**config.mk**
```make
export PLATFORM = sky130hd
export DESIGN_NAME = tmr_timer8
export DESIGN_NICKNAME = d
export VERILOG_FILES = /design/src/rtl/tmr_pkg.sv /design/src/rtl/tmr_timer8.sv
export SDC_FILE = /design/constraint.sdc
export NUM_CORES = 1
export LEC_CHECK = 0
export ABC_CLOCK_PERIOD_IN_PS = 4900
export BUFFER_PORTS_ARGS = -buffer_cell sky130_fd_sc_hd__buf_2
export CAP_MARGIN = 5
export CORE_MARGIN = 3
export CORE_UTILIZATION = 25
export CTS_CLUSTER_DIAMETER = 40
export DETAILED_ROUTE_END_ITERATION = 10
export PLACE_DENSITY = 0.47
export SLEW_MARGIN = 10
export SYNTH_ARGS = -nofsm -noshare
export SYNTH_HDL_FRONTEND = slang
export SYNTH_SLANG_ARGS = --single-unit
```
**constraint.sdc**
```tcl
create_clock -name mclk_i -period 4.9 [get_ports mclk_i]
set_input_delay 0.98 -clock mclk_i [delete_from_list [all_inputs] [get_ports mclk_i]]
set_output_delay 0.98 -clock mclk_i [all_outputs]
set_load 0.005 [all_outputs]
```
**src/rtl/tmr_pkg.sv**
```systemverilog
/*
 * Constants, codes and the state record of the 8-bit timer/counter block.
 * Assumes an APB slave with 32-bit data; register indices are word numbers.
 */
package tmr_pkg;
    // Bus address width, enough for index 0xff at four bytes per word
    localparam int unsigned ADDR_W = 12;

    // Register indices; the byte address is four times the index
    localparam logic [7:0] IDX_CTL_A = 8'h24;
    localparam logic [7:0] IDX_CTL_B = 8'h25;
    localparam logic [7:0] IDX_COUNT = 8'h26;
    localparam logic [7:0] IDX_CMP_A = 8'h27;
    localparam logic [7:0] IDX_CMP_B = 8'h28;
    localparam logic [7:0] IDX_MASK = 8'h2e;
    localparam logic [7:0] IDX_FLAGS = 8'h15;

    // Field positions
    localparam int unsigned FORCE_A_BIT = 7;
    localparam int unsigned FORCE_B_BIT = 6;
    localparam int unsigned WM_MSB_BIT = 3;
    localparam int unsigned OVF_BIT = 0;
    localparam int unsigned MATCH_A_BIT = 1;
    localparam int unsigned MATCH_B_BIT = 2;

    // Writable bits; the rest read as zero
    localparam logic [7:0] CTL_A_WMASK = 8'hf3;
    localparam logic [7:0] CTL_B_WMASK = 8'h0f;
    localparam logic [2:0] IRQ_WMASK = 3'h7;

    // Values after reset
    localparam logic [7:0] RST_BYTE = 8'h00;
    localparam logic [2:0] RST_IRQ = 3'h0;

    // Counter limits
    localparam logic [7:0] CNT_MAX = 8'hff;
    localparam logic [7:0] CNT_BOTTOM = 8'h00;

    // Prescaler width and tap widths for /8, /64, /256, /1024
    localparam int unsigned PRE_W = 10;
    localparam int unsigned TAP8_W = 3;
    localparam int unsigned TAP64_W = 6;
    localparam int unsigned TAP256_W = 8;
    localparam int unsigned TAP1024_W = 10;

    typedef enum logic [2:0] {
        CS_STOP = 3'b000,
        CS_DIV1 = 3'b001,
        CS_DIV8 = 3'b010,
        CS_DIV64 = 3'b011,
        CS_DIV256 = 3'b100,
        CS_DIV1024 = 3'b101,
        CS_EXT_FALL = 3'b110,
        CS_EXT_RISE = 3'b111
    } tmr_cs_t;

    // Output actions of a compare channel
    localparam logic [1:0] ACT_NONE = 2'b00;
    localparam logic [1:0] ACT_TOGGLE = 2'b01;
    localparam logic [1:0] ACT_CLEAR = 2'b10;
    localparam logic [1:0] ACT_SET = 2'b11;

    typedef struct packed {
        logic [7:0] ctl_a;
        logic [7:0] ctl_b;
        logic [7:0] cnt;
        logic [1:0][7:0] ocr;
        logic [2:0] mask;
        logic [2:0] flags;
        logic [PRE_W-1:0] presc;
        logic [2:0] sync;
        logic dir;
        logic block;
        logic [1:0] wave;
        logic [1:0] wave_en;
        logic irq;
        logic pready;
        logic pslverr;
        logic [7:0] prdata;
    } tmr_state_t;
endpackage : tmr_pkg

```
**src/rtl/tmr_timer8.sv**
```systemverilog
/*
 * 8-bit timer/counter with two compare channels, registers over APB.
 * Assumes one clock mclk_i, asynchronous active-low reset, and a CPU that
 * signals interrupt vector entry on vec_ack_i and its global enable on gie_i.
 */
// The APB slave port was chosen for this implementation.
// How it works
// - Force strobes act only in non-PWM wave modes; ignored in PWM modes.
// - A force strobe applies an immediate match to that channel's output action.
// - A force strobe sets no flag and never clears the counter.
// - Force bits always read back as zero.
// - Control B bit 3 is the wave mode top bit, joined to the two low bits.
// - Source select: 0 stop, 1 undivided, 2..5 prescaler taps 8/64/256/1024.
// - Source codes 6 and 7 count falling or rising edges of the count pin.
// - The count pin is sampled regardless of its direction setting.
// - The count register reads and writes the 8-bit counter directly.
// - Writing the count register blocks matches on the next timer tick.
// - Both compare registers are compared always; matches flag and shape outputs.
// - Mask bits 2,1,0 enable match B, match A, overflow; global bit also needed.
// - Match A and B set flag bits 1 and 2.
// - Flags clear on vector entry or on a written one.
// - Overflow flag bit 0 sets at a point chosen by the wave mode.
// - Three wave mode bits pick count sequence, top source and waveform type.
// - Non-PWM actions 01/10/11 toggle, clear, set; 00 leaves the pin to the port.
`timescale 1ns/1ps
module tmr_timer8 (
    input wire logic mclk_i,
    input wire logic nrst_i,
    input wire logic psel_i,
    input wire logic penable_i,
    input wire logic pwrite_i,
    input wire logic [tmr_pkg::ADDR_W-1:0] paddr_i,
    input wire logic [31:0] pwdata_i,
    output logic [31:0] prdata_o,
    output logic pready_o,
    output logic pslverr_o,
    input wire logic ext_count_pin_i,
    input wire logic gie_i,
    input wire logic [2:0] vec_ack_i,
    output logic wave_out_a_o,
    output logic wave_out_b_o,
    output logic wave_en_a_o,
    output logic wave_en_b_o,
    output logic irq_o
);
    import tmr_pkg::*;

    tmr_state_t s_q;
    tmr_state_t s_d;
    logic acc_w;
    logic aligned_w;
    logic mapped_w;
    logic wr_w;
    logic cnt_wr_w;
    logic ctlb_wr_w;
    logic tick_w;
    logic ext_rise_w;
    logic ext_fall_w;
    logic pwm_w;
    logic [7:0] idx_w;
    logic [7:0] rd_w;
    logic [7:0] top_w;
    logic [2:0] wm_w;
    logic [1:0] match_w;
    logic [1:0] force_w;

    // Bus decode; a write commits at the edge where pready is seen high
    assign acc_w = psel_i && penable_i;
    assign idx_w = paddr_i[9:2];
    // Upper address bits must be zero too, else registers would alias
    assign aligned_w = (paddr_i[1:0] == 2'b00) && (paddr_i[ADDR_W-1:10] == '0);
    assign mapped_w = aligned_w && (idx_w == IDX_CTL_A || idx_w == IDX_CTL_B ||
        idx_w == IDX_COUNT || idx_w == IDX_CMP_A || idx_w == IDX_CMP_B ||
        idx_w == IDX_MASK || idx_w == IDX_FLAGS);
    assign wr_w = acc_w && pwrite_i && s_q.pready && aligned_w;
    assign cnt_wr_w = wr_w && (idx_w == IDX_COUNT);
    assign ctlb_wr_w = wr_w && (idx_w == IDX_CTL_B);

    // Mode decode: odd modes are the PWM ones
    assign wm_w = {s_q.ctl_b[WM_MSB_BIT], s_q.ctl_a[1:0]};
    assign pwm_w = wm_w[0];
    assign top_w = wm_w[2] ? s_q.ocr[0] : CNT_MAX;

    // Edges seen only after the second stage; stage one feeds nothing else
    assign ext_rise_w = s_q.sync[1] && !s_q.sync[2];
    assign ext_fall_w = !s_q.sync[1] && s_q.sync[2];

    // Force only outside PWM modes, and never stored
    assign force_w = (ctlb_wr_w && !pwm_w) ?
        {pwdata_i[FORCE_B_BIT], pwdata_i[FORCE_A_BIT]} : 2'b00;

    // Timer tick from the selected source
    always_comb begin
        case (tmr_cs_t'(s_q.ctl_b[2:0]))
            CS_STOP: tick_w = 1'b0;
            CS_DIV1: tick_w = 1'b1;
            CS_DIV8: tick_w = &s_q.presc[TAP8_W-1:0];
            CS_DIV64: tick_w = &s_q.presc[TAP64_W-1:0];
            CS_DIV256: tick_w = &s_q.presc[TAP256_W-1:0];
            CS_DIV1024: tick_w = &s_q.presc[TAP1024_W-1:0];
            CS_EXT_FALL: tick_w = ext_fall_w;
            CS_EXT_RISE: tick_w = ext_rise_w;
            default: tick_w = 1'b0;
        endcase
    end

    // Matches need a tick; a pending count write blocks them
    assign match_w[0] = tick_w && !cnt_wr_w && !s_q.block &&
        (s_q.cnt == s_q.ocr[0]);
    assign match_w[1] = tick_w && !cnt_wr_w && !s_q.block &&
        (s_q.cnt == s_q.ocr[1]);

    // Read mux; reserved and strobe bits come back as zero
    always_comb begin
        case (idx_w)
            IDX_CTL_A: rd_w = s_q.ctl_a & CTL_A_WMASK;
            IDX_CTL_B: rd_w = s_q.ctl_b & CTL_B_WMASK;
            IDX_COUNT: rd_w = s_q.cnt;
            IDX_CMP_A: rd_w = s_q.ocr[0];
            IDX_CMP_B: rd_w = s_q.ocr[1];
            IDX_MASK: rd_w = {5'h00, s_q.mask};
            IDX_FLAGS: rd_w = {5'h00, s_q.flags};
            default: rd_w = RST_BYTE;
        endcase
    end

    // Next state of the whole block
    always_comb begin
        logic ovf;
        logic bottom;
        logic [1:0] act;
        logic [2:0] fset;
        logic [2:0] fclr;
        ovf = 1'b0;
        bottom = 1'b0;
        act = ACT_NONE;
        fset = 3'h0;
        fclr = 3'h0;
        s_d = s_q;
        s_d.presc = s_q.presc + 1'b1;
        s_d.sync = {s_q.sync[1:0], ext_count_pin_i};

        // One wait state: data captured in the first access cycle
        s_d.pready = acc_w && !s_q.pready;
        s_d.pslverr = acc_w && !s_q.pready && !mapped_w;
        if (acc_w && !s_q.pready) begin
            s_d.prdata = mapped_w ? rd_w : RST_BYTE;
        end

        // Block lasts until the next timer tick
        if (tick_w) begin
            s_d.block = 1'b0;
        end

        // Counting sequence per wave mode
        if (tick_w) begin
            if (pwm_w && !wm_w[1]) begin
                // Dual slope: turn at top, overflow at bottom
                if (s_q.dir) begin
                    if (s_q.cnt == top_w) begin
                        s_d.dir = 1'b0;
                        s_d.cnt = s_q.cnt - 1'b1;
                    end else begin
                        s_d.cnt = s_q.cnt + 1'b1;
                    end
                end else if (s_q.cnt == CNT_BOTTOM) begin
                    s_d.dir = 1'b1;
                    s_d.cnt = s_q.cnt + 1'b1;
                    ovf = 1'b1;
                end else begin
                    s_d.cnt = s_q.cnt - 1'b1;
                end
            end else begin
                // Single slope: wrap at top (fast PWM) or compare A (CTC)
                s_d.dir = 1'b1;
                if ((wm_w == 3'b010 && s_q.cnt == s_q.ocr[0]) ||
                        (pwm_w && s_q.cnt == top_w) || s_q.cnt == CNT_MAX) begin
                    s_d.cnt = CNT_BOTTOM;
                    bottom = 1'b1;
                end else begin
                    s_d.cnt = s_q.cnt + 1'b1;
                end
                ovf = (wm_w == 3'b111) ? (s_q.cnt == top_w) : (s_q.cnt == CNT_MAX);
            end
        end

        // Output actions per channel
        for (int i = 0; i < 2; i++) begin
            act = (i == 0) ? s_q.ctl_a[7:6] : s_q.ctl_a[5:4];
            if (!pwm_w) begin
                // Force behaves as a match here but touches no flag
                if (match_w[i] || force_w[i]) begin
                    case (act)
                        ACT_TOGGLE: s_d.wave[i] = !s_q.wave[i];
                        ACT_CLEAR: s_d.wave[i] = 1'b0;
                        ACT_SET: s_d.wave[i] = 1'b1;
                        default: s_d.wave[i] = s_q.wave[i];
                    endcase
                end
            end else if (match_w[i]) begin
                // PWM: phase correct flips sense on the down slope
                case (act)
                    ACT_CLEAR: s_d.wave[i] = wm_w[1] ? 1'b0 : !s_q.dir;
                    ACT_SET: s_d.wave[i] = wm_w[1] ? 1'b1 : s_q.dir;
                    ACT_TOGGLE: s_d.wave[i] = (i == 0 && wm_w[2]) ? !s_q.wave[i] : s_q.wave[i];
                    default: s_d.wave[i] = s_q.wave[i];
                endcase
            end else if (bottom && wm_w[1]) begin
                if (act == ACT_CLEAR) begin
                    s_d.wave[i] = 1'b1;
                end else if (act == ACT_SET) begin
                    s_d.wave[i] = 1'b0;
                end
            end
        end

        // Register writes; a count write beats the tick in the same cycle
        if (wr_w) begin
            case (idx_w)
                IDX_CTL_A: s_d.ctl_a = pwdata_i[7:0] & CTL_A_WMASK;
                IDX_CTL_B: s_d.ctl_b = pwdata_i[7:0] & CTL_B_WMASK;
                IDX_COUNT: begin
                    s_d.cnt = pwdata_i[7:0];
                    s_d.block = 1'b1;
                end
                IDX_CMP_A: s_d.ocr[0] = pwdata_i[7:0];
                IDX_CMP_B: s_d.ocr[1] = pwdata_i[7:0];
                IDX_MASK: s_d.mask = pwdata_i[2:0] & IRQ_WMASK;
                IDX_FLAGS: fclr = pwdata_i[2:0] & IRQ_WMASK;
                default: s_d.mask = s_q.mask;
            endcase
        end

        // Flags: hardware set wins over any clear in the same cycle
        fset[OVF_BIT] = ovf;
        fset[MATCH_A_BIT] = match_w[0];
        fset[MATCH_B_BIT] = match_w[1];
        fclr = fclr | vec_ack_i;
        s_d.flags = (s_q.flags & ~fclr) | fset;

        // Interrupt follows the flags of the same edge
        s_d.irq = gie_i && |(s_d.flags & s_d.mask);
        s_d.wave_en = {s_d.ctl_a[5:4] != ACT_NONE, s_d.ctl_a[7:6] != ACT_NONE};
    end

    // Single state register
    always_ff @(posedge mclk_i or negedge nrst_i) begin
        if (!nrst_i) begin
            s_q <= '0;
        end else begin
            s_q <= s_d;
        end
    end

    // Every output straight from the state register
    assign prdata_o = {24'h000000, s_q.prdata};
    assign pready_o = s_q.pready;
    assign pslverr_o = s_q.pslverr;
    assign wave_out_a_o = s_q.wave[0];
    assign wave_out_b_o = s_q.wave[1];
    assign wave_en_a_o = s_q.wave_en[0];
    assign wave_en_b_o = s_q.wave_en[1];
    assign irq_o = s_q.irq;
endmodule : tmr_timer8

```
==> impl_metrics.json <==
{
  "status": "complete, no violations",
  "clock_tree.buffer_depth": 2,
  "slew-limit-headroom_pct": 35.8,
  "final_cell_count_no_fill": 686,
  "viasPerCell": 5.02,
  "gr-usage-all-layers_pct": 13.8,
  "rsz_0062_raised_after_global_routing": "false",
  "drt-total-wl_mm": 12.3,
  "critical_path.max_fanout": 15,
  "async_reset_ff_share_pct": 100,
  "timing.final.crit_share_pct": 65.7,
  "fraction_of_layout_cells_with_a_size_suffix_above_1_pct": 23.6,
  "hold_crit_path_type": "reg2reg",
  "peakVddDrop_uv": 140,
  "final_antenna_net_count": 0,
  "place_worst_setup_slack_ns": 1.31,
  "power-per-cell-area_nw_per_um2": 258,
  "cp_data_required_time_ns": 5.12,
  "fmax_mhz": 311,
  "dp_cells": 670,
  "tritoncts": "built",
  "post_cts_hold_buffer_count": 0,
  "synth.lib_cells_used.distinct": 71,
  "power.leakage_nw": 2.23,
  "routed_vias": 3442,
  "antenna_violations_before_repair": 0,
  "synthesis.yosys.warnings": 0,
  "synthDominantAreaCellType": "sky130_fd_sc_hd__dfrtp_1",
  "timing.final.crit_period_ns": 3.22,
  "r2r.worst_path.cells": 9,
  "clk-insertion-delay-late_ns": 0.34,
  "grt.overflow.total": 0,
  "worstHoldPathCells": 0,
  "ys_ff_latch": 70,
  "critPathTopFamily": "simple AND/OR/NAND/NOR gates",
  "slack_of_the_worst_reg_to_reg_path_ns": 1.74,
  "setup_viol": 0,
  "number_of_enable_type_register_cells_in_the_synthesized_netlist": 0,
  "min_to": "s_d[19]",
  "ys_top_cells_by_count": "70 x sky130_fd_sc_hd__dfrtp_1, 33 x sky130_fd_sc_hd__mux2_2, 32 x sky130_fd_sc_hd__buf_4, 31 x sky130_fd_sc_hd__nand2_1, 22 x sky130_fd_sc_hd__nor2_1",
  "first_global_vias": 3515,
  "setup-tns-final_ns": 0,
  "report.final.hold_viol_count": 0,
  "post_layout_net_count": 519,
  "final_critical_path_setup_slack_ns": 1.68,
  "post_drt_wl_per_cell_um": 18.0,
  "critical_r2r_launch": "s_q[20]",
  "portBuffers": 44,
  "timing.setup.critical_path_class": "in2reg",
  "std_cell_rows": 47,
  "finish.utilization_pct": 29.1,
  "place.detailed.hpwl_mm": 9.17,
  "coreArea_um2": 16800,
  "fillerInstances": 1806,
  "worstMarginPinSlew_ns": 0.963,
  "io-pin-count": 93,
  "grt_pass1_wl_mm": 19.9,
  "critical_path.n_buffers_inverters": 2,
  "die_w_um": 138,
  "maximum_number_of_pins_on_one_net_before_global_route_repair": 40,
  "netlist_area_um2": 4340,
  "gp_congestion": 0.843,
  "detail_route.iter0.violations": 279,
  "timing.clock.skew_ns": 0.00853,
  "critical_path.cell_chain": "buf_2 > nor4b_2 > and4b_1 > and2_1 > buf_4 > or4_1 > o311ai_0 > o21ai_0 > mux2_1",
  "crit_cells": 9,
  "fin_total_pwr_mw": 1.26,
  "critical-path-max-stage-delay_ns": 0.54,
  "final-max-slew-violation-count": 0,
  "r2r_end": "wave_out_b_o",
  "drv.max_cap_violation_count": 0,
  "ranking_of_synthesized_cells_by_area": "sky130_fd_sc_hd__dfrtp_1 40%, sky130_fd_sc_hd__mux2_2 8.6%, sky130_fd_sc_hd__buf_4 5.5%",
  "post_cts.repair.setup_buffers": 0,
  "worstPathArrival_ns": 3.44,
  "cts_made_buffers": 9,
  "post_cts.resized_instances": 0,
  "syn-instance-count": 436,
  "critPathCaptureType": "flop",
  "areaGrowthSynthToFinish_pct": 12.4,
  "yosys.area.top_type_share_pct": 40.4,
  "antenna_cells": 0,
  "critical_path.slowest_cell": "sky130_fd_sc_hd__and4b_1",
  "post-synth-top-count-cell": "sky130_fd_sc_hd__dfrtp_1",
  "cts_num_sinks": 70,
  "cts.clk_slew.worst_paths_ns": 0.06,
  "htreeDepth": 3,
  "detail_route.drc_violations": 0,
  "firstDrtPassIters": 5,
  "area_of_the_die_um2": 19000,
  "effective_utilization_at_floorplan_pct": 25.9,
  "synthesis.area_per_instance_um2": 9.95,
  "crit_path_start_kind": "primary input",
  "share_of_synthesized_area_occupied_by_flip_flops_and_latches_pct": 40.4,
  "commonest_register_cell_after_synthesis": "sky130_fd_sc_hd__dfrtp_1",
  "die_y_um": 138,
  "timing.hold.worst.start": "s_d[18]",
  "clock-root-buffer": "sky130_fd_sc_hd__clkbuf_16"
}
## registers in the layout (all words and copies together), names as in the netlist
name and flops:
pwm_w 1, irq_o 1, wave_out_a_o 1, wave_en_b_o 1
s_q 52, s_d 2, pready_o 1, prdata_o 8
wave_out_b_o 1, wave_en_a_o 1, pslverr_o 1
## how the worst max path moves through the flow
stage / slack [ns] / to / start
final: 1.68 / wave_out_b_o / paddr_i[6]
after global routing: 1.37 / wave_out_b_o / s_q[20]
after CTS: 1.66 / wave_out_b_o / paddr_i[6]
after detailed placement: 1.31 / wave_out_b_o / paddr_i[6]
after global placement: 1.36 / wave_out_b_o / paddr_i[6]
after floorplan: 1.88 / wave_out_b_o / paddr_i[7]
## final cells by class
class | count | area [um^2] | share of cell area, %
Multi-Input combinational cell | 325 | 2300 | 47.1
Clock inverter | 7 | 56.3 | 1.15
Timing Repair Buffer | 47 | 243 | 4.98
Inverter | 8 | 30.0 | 0.616
Sequential cell | 70 | 1750 | 35.9
Clock buffer | 9 | 225 | 4.62
Tap cell | 220 | 275 | 5.64
## power breakdown
part           switching, mW  leakage (nW)  internal (mW)
Clock                  0.268         0.137          0.348
Combinational         0.0402          1.16         0.0171
Sequential           0.00495         0.924          0.581
## logic make-up (layout without fill, tap and decap cells)
group / Yosys count / after routing / synth area share (%)
AOI/OAI and AO/OA: 95 / 95 / 17.2
xor gates and xnor gates: 16 / 16 / 3.23
adders and majority gates: 4 / 4 / 1.15
buffers and inverters: 64 / 71 / 8.68
DFF: 70 / 70 / 40.4
muxes: 35 / 35 / 9.06
other: 1 / 24 / 0.0864
and+or+nand+nor: 151 / 151 / 20.2
## worst register-to-register path, cell delays in order (launching register included)
cell                        delay [ns]
sky130_fd_sc_hd__dfrtp_1          0.39
sky130_fd_sc_hd__ha_1             0.19
sky130_fd_sc_hd__nand3_1          0.21
sky130_fd_sc_hd__a2111oi_1        0.55
sky130_fd_sc_hd__o32ai_1          0.19
sky130_fd_sc_hd__buf_4            0.22
sky130_fd_sc_hd__or4_1            0.63
sky130_fd_sc_hd__o311ai_0         0.15
sky130_fd_sc_hd__o21ai_0          0.18
sky130_fd_sc_hd__mux2_1           0.34
## metal layers
metal / vias up / share of wire, % / GRT usage, %
li1: 1616 / - / -
met5: - / 0 / 0
met2: 90 / 47 / 21.8
met1: 1722 / 46 / 18.5
met4: 0 / 1.5 / 3.95
met3: 14 / 5.5 / 3.65
## placed cells by master, fill, tap and decap left out, types with 4 or more instances in the layout
cell / synthesis / routed
sky130_fd_sc_hd__a211oi_1: 5 / 5
sky130_fd_sc_hd__a21oi_1: 7 / 7
sky130_fd_sc_hd__nor3_1: 6 / 6
sky130_fd_sc_hd__a222oi_1: 6 / 6
sky130_fd_sc_hd__o21ai_0: 10 / 10
sky130_fd_sc_hd__mux2_2: 33 / 33
sky130_fd_sc_hd__nand3_1: 11 / 11
sky130_fd_sc_hd__and4_1: 5 / 5
sky130_fd_sc_hd__nand2_1: 31 / 31
sky130_fd_sc_hd__nor4_1: 5 / 5
sky130_fd_sc_hd__o31ai_1: 9 / 9
sky130_fd_sc_hd__xor2_1: 12 / 12
sky130_fd_sc_hd__buf_2: 7 / 44
sky130_fd_sc_hd__nor2_1: 22 / 22
sky130_fd_sc_hd__nor2b_1: 6 / 6
sky130_fd_sc_hd__and3_1: 7 / 7
sky130_fd_sc_hd__nor4b_1: 4 / 4
sky130_fd_sc_hd__clkbuf_16: 0 / 9
sky130_fd_sc_hd__o21a_1: 6 / 6
sky130_fd_sc_hd__and2_1: 4 / 4
sky130_fd_sc_hd__a31oi_1: 4 / 4
sky130_fd_sc_hd__o211ai_1: 5 / 5
sky130_fd_sc_hd__dfrtp_1: 70 / 70
sky130_fd_sc_hd__inv_1: 7 / 7
sky130_fd_sc_hd__a221o_1: 5 / 5
sky130_fd_sc_hd__ha_1: 4 / 4
sky130_fd_sc_hd__a21o_1: 8 / 8
sky130_fd_sc_hd__xnor2_1: 4 / 4
sky130_fd_sc_hd__conb_1: 1 / 24
sky130_fd_sc_hd__nand4_1: 7 / 7
sky130_fd_sc_hd__nand2b_1: 19 / 19
## per-stage QoR
step,hold slack (ns),area (um^2)
2_1_floorplan,0.331,4420
3_3_place_gp,0.333,4600
3_5_place_dp,0.343,4600
4_1_cts,0.357,4880
5_1_grt,0.368,4880
6_report,0.354,4880
(Power assumes the default switching activity.)
